--- src/rtl/ppc_pkg.sv ---
package ppc_pkg;

  // ----------------------------------------------------------------
  // Register map and bus answers
  // ----------------------------------------------------------------
  localparam int unsigned AXI_DATA_W      = 32;
  localparam int unsigned AXI_ADDR_W      = 4;
  localparam logic [3:0]  CTRL_OFF        = 4'h0;  // Control: guard enable, mask bit 00
  localparam logic [3:0]  STAT_OFF        = 4'h4;  // Status: sticky flags, write 1 to clear
  localparam logic [1:0]  RESP_OKAY       = 2'h0;
  localparam logic [1:0]  RESP_DECERR     = 2'h3;

  // ----------------------------------------------------------------
  // Field positions and reset values
  // ----------------------------------------------------------------
  localparam int unsigned CTRL_GUARD_POS  = 0;
  localparam int unsigned CTRL_MASK0_POS  = 1;
  localparam int unsigned STAT_FAULT_POS  = 0;
  localparam int unsigned STAT_PARITY_POS = 1;
  localparam int unsigned STAT_PROT_POS   = 2;
  localparam logic        CTRL_GUARD_RST  = 1'b0;
  localparam logic        CTRL_MASK0_RST  = 1'b0;
  localparam logic        FLAG_RST        = 1'b0;

  // ----------------------------------------------------------------
  // Storage word layout
  // ----------------------------------------------------------------
  localparam int unsigned WORD_W_DEF      = 18;
  localparam int unsigned GUARD_POS_DEF   = 17;

  // ----------------------------------------------------------------
  // Instruction classes reported by the sequencer at each fetch
  // ----------------------------------------------------------------
  typedef enum logic [2:0] {
    OP_PLAIN                  = 3'h0,
    OP_INTERREG_BIT0          = 3'h1,
    OP_INTERRUPT_ENABLE_INSTR = 3'h2,
    OP_INTERRUPT_INHIBIT_INSTR = 3'h3,
    OP_INTERRUPT_EXIT_INSTR   = 3'h4,
    OP_SET_GUARD_BIT_INSTR    = 3'h5,
    OP_CLEAR_GUARD_BIT_INSTR  = 3'h6
  } ppc_op_type;

  // True for classes that only a protected program may run
  function automatic logic ppc_is_restricted(input ppc_op_type op);
    return (op == OP_INTERREG_BIT0) || (op == OP_INTERRUPT_ENABLE_INSTR) ||
           (op == OP_INTERRUPT_INHIBIT_INSTR) || (op == OP_INTERRUPT_EXIT_INSTR) ||
           (op == OP_SET_GUARD_BIT_INSTR) || (op == OP_CLEAR_GUARD_BIT_INSTR);
  endfunction

endpackage

--- src/rtl/ppc_reg_if.sv ---
`timescale 1ns/1ps
// Register access between the bus engine and the checker core
interface ppc_reg_if;
  import ppc_pkg::*;
  logic                    wr_en;
  logic [AXI_ADDR_W-1:0]   wr_addr;
  logic [AXI_DATA_W-1:0]   wr_data;
  logic [3:0]              wr_strb;
  logic                    wr_ok;
  logic [AXI_ADDR_W-1:0]   rd_addr;
  logic [AXI_DATA_W-1:0]   rd_data;
  logic                    rd_ok;

  modport bus  (output wr_en, wr_addr, wr_data, wr_strb, rd_addr, input wr_ok, rd_data, rd_ok);
  modport core (input wr_en, wr_addr, wr_data, wr_strb, rd_addr, output wr_ok, rd_data, rd_ok);
endinterface

--- src/rtl/ppc_axil_regs.sv ---
`timescale 1ns/1ps
// AXI4-Lite slave engine; the core decodes and answers over the interface
module ppc_axil_regs
  import ppc_pkg::*;
(
  input  wire logic                  aclk,
  input  wire logic                  aresetn,
  input  wire logic [AXI_ADDR_W-1:0] awaddr,
  input  wire logic                  awvalid,
  output      logic                  awready,
  input  wire logic [AXI_DATA_W-1:0] wdata,
  input  wire logic [3:0]            wstrb,
  input  wire logic                  wvalid,
  output      logic                  wready,
  output      logic [1:0]            bresp,
  output      logic                  bvalid,
  input  wire logic                  bready,
  input  wire logic [AXI_ADDR_W-1:0] araddr,
  input  wire logic                  arvalid,
  output      logic                  arready,
  output      logic [AXI_DATA_W-1:0] rdata,
  output      logic [1:0]            rresp,
  output      logic                  rvalid,
  input  wire logic                  rready,
  ppc_reg_if.bus                     rif
);

  logic                  aw_have_q;
  logic                  w_have_q;
  logic [AXI_ADDR_W-1:0] awaddr_q;
  logic [AXI_DATA_W-1:0] wdata_q;
  logic [3:0]            wstrb_q;

  // ----------------------------------------------------------------
  // Handshakes: each channel is held off while its slot is full
  // ----------------------------------------------------------------
  assign awready     = !aw_have_q && !bvalid;
  assign wready      = !w_have_q && !bvalid;
  assign arready     = !rvalid;
  assign rif.wr_en   = aw_have_q && w_have_q && !bvalid;
  assign rif.wr_addr = awaddr_q;
  assign rif.wr_data = wdata_q;
  assign rif.wr_strb = wstrb_q;
  assign rif.rd_addr = araddr;

  // Write path: collect address and data in either order, then answer
  always_ff @(posedge aclk) begin
    if (!aresetn) begin
      aw_have_q <= 1'b0;
      w_have_q  <= 1'b0;
      awaddr_q  <= '0;
      wdata_q   <= '0;
      wstrb_q   <= '0;
      bvalid    <= 1'b0;
      bresp     <= RESP_OKAY;
    end else begin
      if (awvalid && awready) begin
        aw_have_q <= 1'b1;
        awaddr_q  <= awaddr;
      end
      if (wvalid && wready) begin
        w_have_q <= 1'b1;
        wdata_q  <= wdata;
        wstrb_q  <= wstrb;
      end
      if (rif.wr_en) begin
        aw_have_q <= 1'b0;
        w_have_q  <= 1'b0;
        bvalid    <= 1'b1;
        bresp     <= rif.wr_ok ? RESP_OKAY : RESP_DECERR;
      end else if (bvalid && bready) begin
        bvalid <= 1'b0;
      end
    end
  end

  // Read path: answer one cycle after the address is taken
  always_ff @(posedge aclk) begin
    if (!aresetn) begin
      rvalid <= 1'b0;
      rdata  <= '0;
      rresp  <= RESP_OKAY;
    end else if (arvalid && arready) begin
      rvalid <= 1'b1;
      rdata  <= rif.rd_data;
      rresp  <= rif.rd_ok ? RESP_OKAY : RESP_DECERR;
    end else if (rvalid && rready) begin
      rvalid <= 1'b0;
    end
  end

endmodule // ppc_axil_regs

--- src/flat_wrapper.sv ---
// flat-port wrapper written by rule: the top's interface ports become plain ports
module ppc_axil_regs_flat import ppc_pkg::*;
  (aclk, aresetn, awaddr, awvalid, awready, wdata, wstrb, wvalid, wready, bresp, bvalid, bready, araddr, arvalid, arready, rdata, rresp, rvalid, rready, rif_wr_en, rif_wr_addr, rif_wr_data, rif_wr_strb, rif_rd_addr, rif_wr_ok, rif_rd_data, rif_rd_ok);
  ppc_reg_if rif_i ();
  input  wire logic aclk;
  input  wire logic aresetn;
  input  wire logic [AXI_ADDR_W-1:0] awaddr;
  input  wire logic awvalid;
  output      logic awready;
  input  wire logic [AXI_DATA_W-1:0] wdata;
  input  wire logic [3:0] wstrb;
  input  wire logic wvalid;
  output      logic wready;
  output      logic [1:0] bresp;
  output      logic bvalid;
  input  wire logic bready;
  input  wire logic [AXI_ADDR_W-1:0] araddr;
  input  wire logic arvalid;
  output      logic arready;
  output      logic [AXI_DATA_W-1:0] rdata;
  output      logic [1:0] rresp;
  output      logic rvalid;
  input  wire logic rready;
  output wire logic [$bits(rif_i.wr_en)-1:0] rif_wr_en;
  output wire logic [$bits(rif_i.wr_addr)-1:0] rif_wr_addr;
  output wire logic [$bits(rif_i.wr_data)-1:0] rif_wr_data;
  output wire logic [$bits(rif_i.wr_strb)-1:0] rif_wr_strb;
  output wire logic [$bits(rif_i.rd_addr)-1:0] rif_rd_addr;
  input wire logic [$bits(rif_i.wr_ok)-1:0] rif_wr_ok;
  input wire logic [$bits(rif_i.rd_data)-1:0] rif_rd_data;
  input wire logic [$bits(rif_i.rd_ok)-1:0] rif_rd_ok;
  assign rif_wr_en = rif_i.wr_en;
  assign rif_wr_addr = rif_i.wr_addr;
  assign rif_wr_data = rif_i.wr_data;
  assign rif_wr_strb = rif_i.wr_strb;
  assign rif_rd_addr = rif_i.rd_addr;
  assign rif_i.wr_ok = rif_wr_ok;
  assign rif_i.rd_data = rif_rd_data;
  assign rif_i.rd_ok = rif_rd_ok;
  ppc_axil_regs u_core (.aclk(aclk), .aresetn(aresetn), .awaddr(awaddr), .awvalid(awvalid), .awready(awready), .wdata(wdata), .wstrb(wstrb), .wvalid(wvalid), .wready(wready), .bresp(bresp), .bvalid(bvalid), .bready(bready), .araddr(araddr), .arvalid(arvalid), .arready(arready), .rdata(rdata), .rresp(rresp), .rvalid(rvalid), .rready(rready), .rif(rif_i));
endmodule
--- config.mk ---
export PLATFORM = sky130hd
export DESIGN_NAME = ppc_axil_regs_flat
export DESIGN_NICKNAME = d
export VERILOG_FILES = /design/src/rtl/ppc_pkg.sv /design/src/rtl/ppc_reg_if.sv /design/src/rtl/ppc_axil_regs.sv /design/src/flat_wrapper.sv
export SDC_FILE = /design/constraint.sdc
export NUM_CORES = 1
export LEC_CHECK = 0
export ABC_CLOCK_PERIOD_IN_PS = 1780
export BUFFER_PORTS_ARGS = -buffer_cell sky130_fd_sc_hd__buf_4
export CAP_MARGIN = 20
export CORE_ASPECT_RATIO = 1.2
export CORE_MARGIN = 2
export CORE_UTILIZATION = 46
export DETAILED_ROUTE_END_ITERATION = 8
export PLACE_DENSITY = 0.93
export SYNTH_ARGS = -nofsm -noshare
export SYNTH_HDL_FRONTEND = slang
export SYNTH_SLANG_ARGS = --single-unit
--- constraint.sdc ---
create_clock -name aclk -period 1.78 [get_ports aclk]
set_input_delay 0.445 -clock aclk [delete_from_list [all_inputs] [get_ports aclk]]
set_output_delay 0.445 -clock aclk [all_outputs]
set_load 0.01 [all_outputs]
* Word level (Yosys, flattened, before mapping)
Cells that the tools add are included.
** Operators by class
- Muxes and demuxes :: 6
- Bitwise gates (word level) :: 1
- Reductions and logical operators :: 16
** Operators by type and width (count)
- logical AND 1 bit :: 9
- logical NOT 1 bit :: 4
- two-way mux 1 bit :: 4
- two-way mux 2 bit :: 2
- nonzero test 2 bit :: 2
- OR reduction 2 bit :: 1
- NOT 1 bit :: 1
** Word-level totals
- Register bits after elaboration :: 80
- Input port bits :: 85
- Logic and storage cells :: 33

* Logic depth before layout (Yosys ltp)
- Word-level depth :: 3
- Depth in mapped cells :: 5
- Depth with buffers taken out :: 3

* Least setup slack after synthesis
OpenSTA, ideal clock, no wires.
- Path kind :: reg2out
- Start :: reg u_core.bvalid
- End :: out rif_wr_en
- Arrival :: 0.828 ns
- Data required time :: 1.335 ns
- Setup slack :: 0.507 ns
- Cell stages (with the launch flop) :: 3
- Cell sequence :: dfxtp_1 -> and3b_1 -> clkbuf_1
** Between the ends
- Cells in the longest elaborated chain, start to end :: 2
** RTL lines
- from (decl) :: RTL line ppc_axil_regs.sv:16 : output logic bvalid,
- from (signal assigned) :: RTL line ppc_axil_regs.sv:54 : bvalid <= 1'b0;
- from (signal assigned) :: RTL line ppc_axil_regs.sv:69 : bvalid <= 1'b1;
- from (signal assigned) :: RTL line ppc_axil_regs.sv:72 : bvalid <= 1'b0;
- logical NOT 1 bit :: RTL line ppc_axil_regs.sv:40 : assign rif.wr_en = aw_have_q && w_have_q && !bvalid;
- logical AND 1 bit :: RTL line ppc_axil_regs.sv:40
- to (decl) :: RTL line flat_wrapper.sv:24 : output wire logic [$bits(rif_i.wr_en)-1:0] rif_wr_en;
No other way between the ends.

* Worst setup path after layout
Same ends and word-level chain as after synthesis.

==> run_results.csv <==
group,metric,value,unit
power,p_comb_frac,0.169,
timing,setup_viol,0,
clocking,cts_sinks,78,
timing,tightest_slew,0.425,ns
clocking,htreeDepth,3,
routing,detail_route.vias_per_cell,4.85,
power,p_leak,1.97,nW
global_routing,grt_max_degree,116,
place,place_hpwl,5.33,mm
synthesis,syn-num-nets,434,
timing,setup_tns,0,ns
routing,vias,2812,
timing,relSlewSlack,0.717,
die,die_width,76.7,µm
power,intPower,3.00,mW
routing,drt_iter0_markers,101,
routing,firstDrtPassIters,4,
clocking,ctsRootBufferMaster,"clkbuf_8",
die,num_io_pins,171,
timing,fin_skew,0.00617,ns
setup_path,worstPathRequired,1.33,ns
place,place.gp.congestion,0.727,
global_routing,grtUsageTotal,0.205,
place,dp.cells,565,
run_status,status,"complete, no violations",
routing,routedWlPerCell,12.7,µm
global_routing,antenna_found_initial,0,
cells_and_area,diodes,0,
cells_and_area,syn2layout_area_growth,48.8,%
synthesis,ys_seq_elements,78,
setup_path,timing.setup.critical_path_class,"reg -> out",
synthesis,syn-cell-area,2920,µm²
setup_path,cp-end-kind,"output port",
die,start_util,0.479,
cells_and_area,fin_cells,580,
global_routing,grt_pass1_wl,11.6,mm
timing,layout_worst_path_cycle_share,0.948,
power,p_clk_frac,0.343,
cells_and_area,drive_gt1_frac,0.369,
cells_and_area,final_nets,579,
power,p_sw_frac,0.243,
global_routing,grt_pass1_vias,2579,
power,p_per_area,913,nW/µm²
timing,drv_slew,0,
setup_path,crit_arrival,1.24,ns
global_routing,grt-ovfl-total,0,
clocking,post_cts_buffers,0,
timing,rsz0062_at_grt,"no",
clocking,cts_made_buffers,9,
flow_run,maxCapViolCount,0,
timing,min_period,1.69,ns
synthesis,syn_inst,349,
routing,wl,7.36,mm
clocking,clock_latency,0.32,ns
clocking,cts_tree,"done",
synthesis,yosys_warnings,0,
clocking,cts_resized,0,
clocking,clk_pin_slew,0.08,ns
power,seqPwrFrac,0.488,
timing,hold_viol,0,
clocking,holdBufCountCts,0,
setup_path,cp-start-kind,"register",
clocking,clockBufferDepth,2,
min_path,hold_path_class,"in -> reg",
synthesis,synth_cell_types,20,
synthesis,yosysSeqAreaShare,0.535,
synthesis,avgSynthCellArea,8.36,µm²
power,p_sw,965,µW
die,std_cell_rows,31,
place,port_buffers,162,
routing,drcViolationCount,0,
die,die-area,7000,µm²
die,core-area,6090,µm²
timing,fmax,593,MHz
power,worst_ir_drop_vdd,0.000641,V
routing,ant_nets,0,
setup_path,crit_fanout,7,
die,die_h,91.2,µm
## cell families (layout without fill, tap and decap cells)
kind of cell | count (synthesis) | after routing | share of synthesized area
AO/OA/AOI/OAI | 79 | 79 | 0.171
buffers and inverters | 36 | 185 | 0.0652
flip-flops | 78 | 78 | 0.535
AND/OR/NAND/NOR | 156 | 156 | 0.229
## power groups by stage
stage               combinational (mW)  clock, mW  sequential [mW]
floorplan                        0.253          0             2.02
global placement                 0.661          0             1.97
detailed placement               0.678          0             1.97
CTS                              0.678       1.40             1.93
global route                     0.735       1.48             1.95
finish                           0.671       1.36             1.93
## cell usage in the layout, fill, tap and decap left out
master and count:
o21ai_1 5, o21a_1 2, buf_12 3, o21ai_0 35
a21boi_0 33, buf_4 165, dfxtp_1 78, nand2_1 107
a21oi_1 1, nor3b_4 1, and3b_1 1, inv_1 2
bufinv_16 2, clkbuf_8 9, o211a_1 3, nand2b_1 1
nand3_1 40, nor2b_2 1, clkbuf_1 1, nor2_1 3
clkinv_2 3, nor3b_1 2
## critical path: stages (launching register included)
cell and delay (ns):
dfxtp_1 0.47, and3b_1 0.28, buf_4 0.17
## cell type report
class	instances	area, µm²
clock buffer	10	128
clock inverter	5	75.1
fill	457	1750
inverter	2	7.51
multi-input combinational	235	1170
sequential	78	1560
tap	82	103
timing repair buffer	168	1300
## sequential cells by signal, indices dropped and copies added, names as in the netlist
register / flops
u_core.rvalid: 1
u_core.bresp: 1
u_core.rresp: 1
u_core.w_have_q: 1
u_core.rdata: 32
u_core.rif.wr_data: 32
u_core.rif.wr_strb: 4
u_core.bvalid: 1
u_core.aw_have_q: 1
u_core.rif.wr_addr: 4
## through the flow
| stage | hold WS (ns) | worst slack (ns) | util | instance area, µm² | power (mW) |
|---|---|---|---|---|---|
| floorplan | 0.473 | 0.507 | - | 2920 | 2.27 |
| CTS | 0.314 | 0.0718 | 0.713 | 4340 | 4.01 |
| global placement | 0.436 | 0.471 | 0.680 | 4140 | 2.63 |
| global route | 0.325 | 0.00905 | 0.713 | 4340 | 4.16 |
| detailed placement | 0.444 | 0.427 | 0.680 | 4140 | 2.65 |
| finish | 0.329 | 0.0926 | 0.713 | 4340 | 3.96 |
## cells in the mapped netlist, drive strengths merged
| cell type | count | area (µm²) |
|---|---|---|
| o21a | 2 | 15.0 |
| nor2b | 1 | 6.26 |
| inv | 2 | 7.51 |
| nor3b | 3 | 33.8 |
| o211a | 3 | 30.0 |
| nand2 | 107 | 402 |
| dfxtp | 78 | 1560 |
| a21oi | 1 | 5.00 |
| a21boi | 33 | 248 |
| o21ai | 40 | 200 |
| nand3 | 40 | 200 |
| buf | 21 | 130 |
| clkbuf | 13 | 52.6 |
| nand2b | 1 | 6.26 |
| and3b | 1 | 8.76 |
| nor2 | 3 | 11.3 |
## per-layer routing
layer,track usage,vias up,part of all wire
met5,0,-,0
met4,0.0697,0,0.011
met3,0.0716,7,0.10
met2,0.357,132,0.47
met1,0.232,1231,0.41
li1,-,1442,-
## final timing paths
path | startpoint | to | slack (ns) | cells past startpoint
min | wdata[4] | u_core.rif.wr_data[4]$_SDFFE_PN0P_ | 0.33 | 3
max | u_core.bvalid$_SDFFE_PN0P_ | rif_wr_en | 0.09 | 2
max reg2reg | u_core.bvalid$_SDFFE_PN0P_ | u_core.rif.wr_strb[1]$_SDFFE_PN0P_ | 0.55 | 4
min reg2reg | u_core.rif.wr_data[1]$_SDFFE_PN0P_ | u_core.rif.wr_data[1]$_SDFFE_PN0P_ | 0.45 | 2
Power figures use the tool's default switching activity.
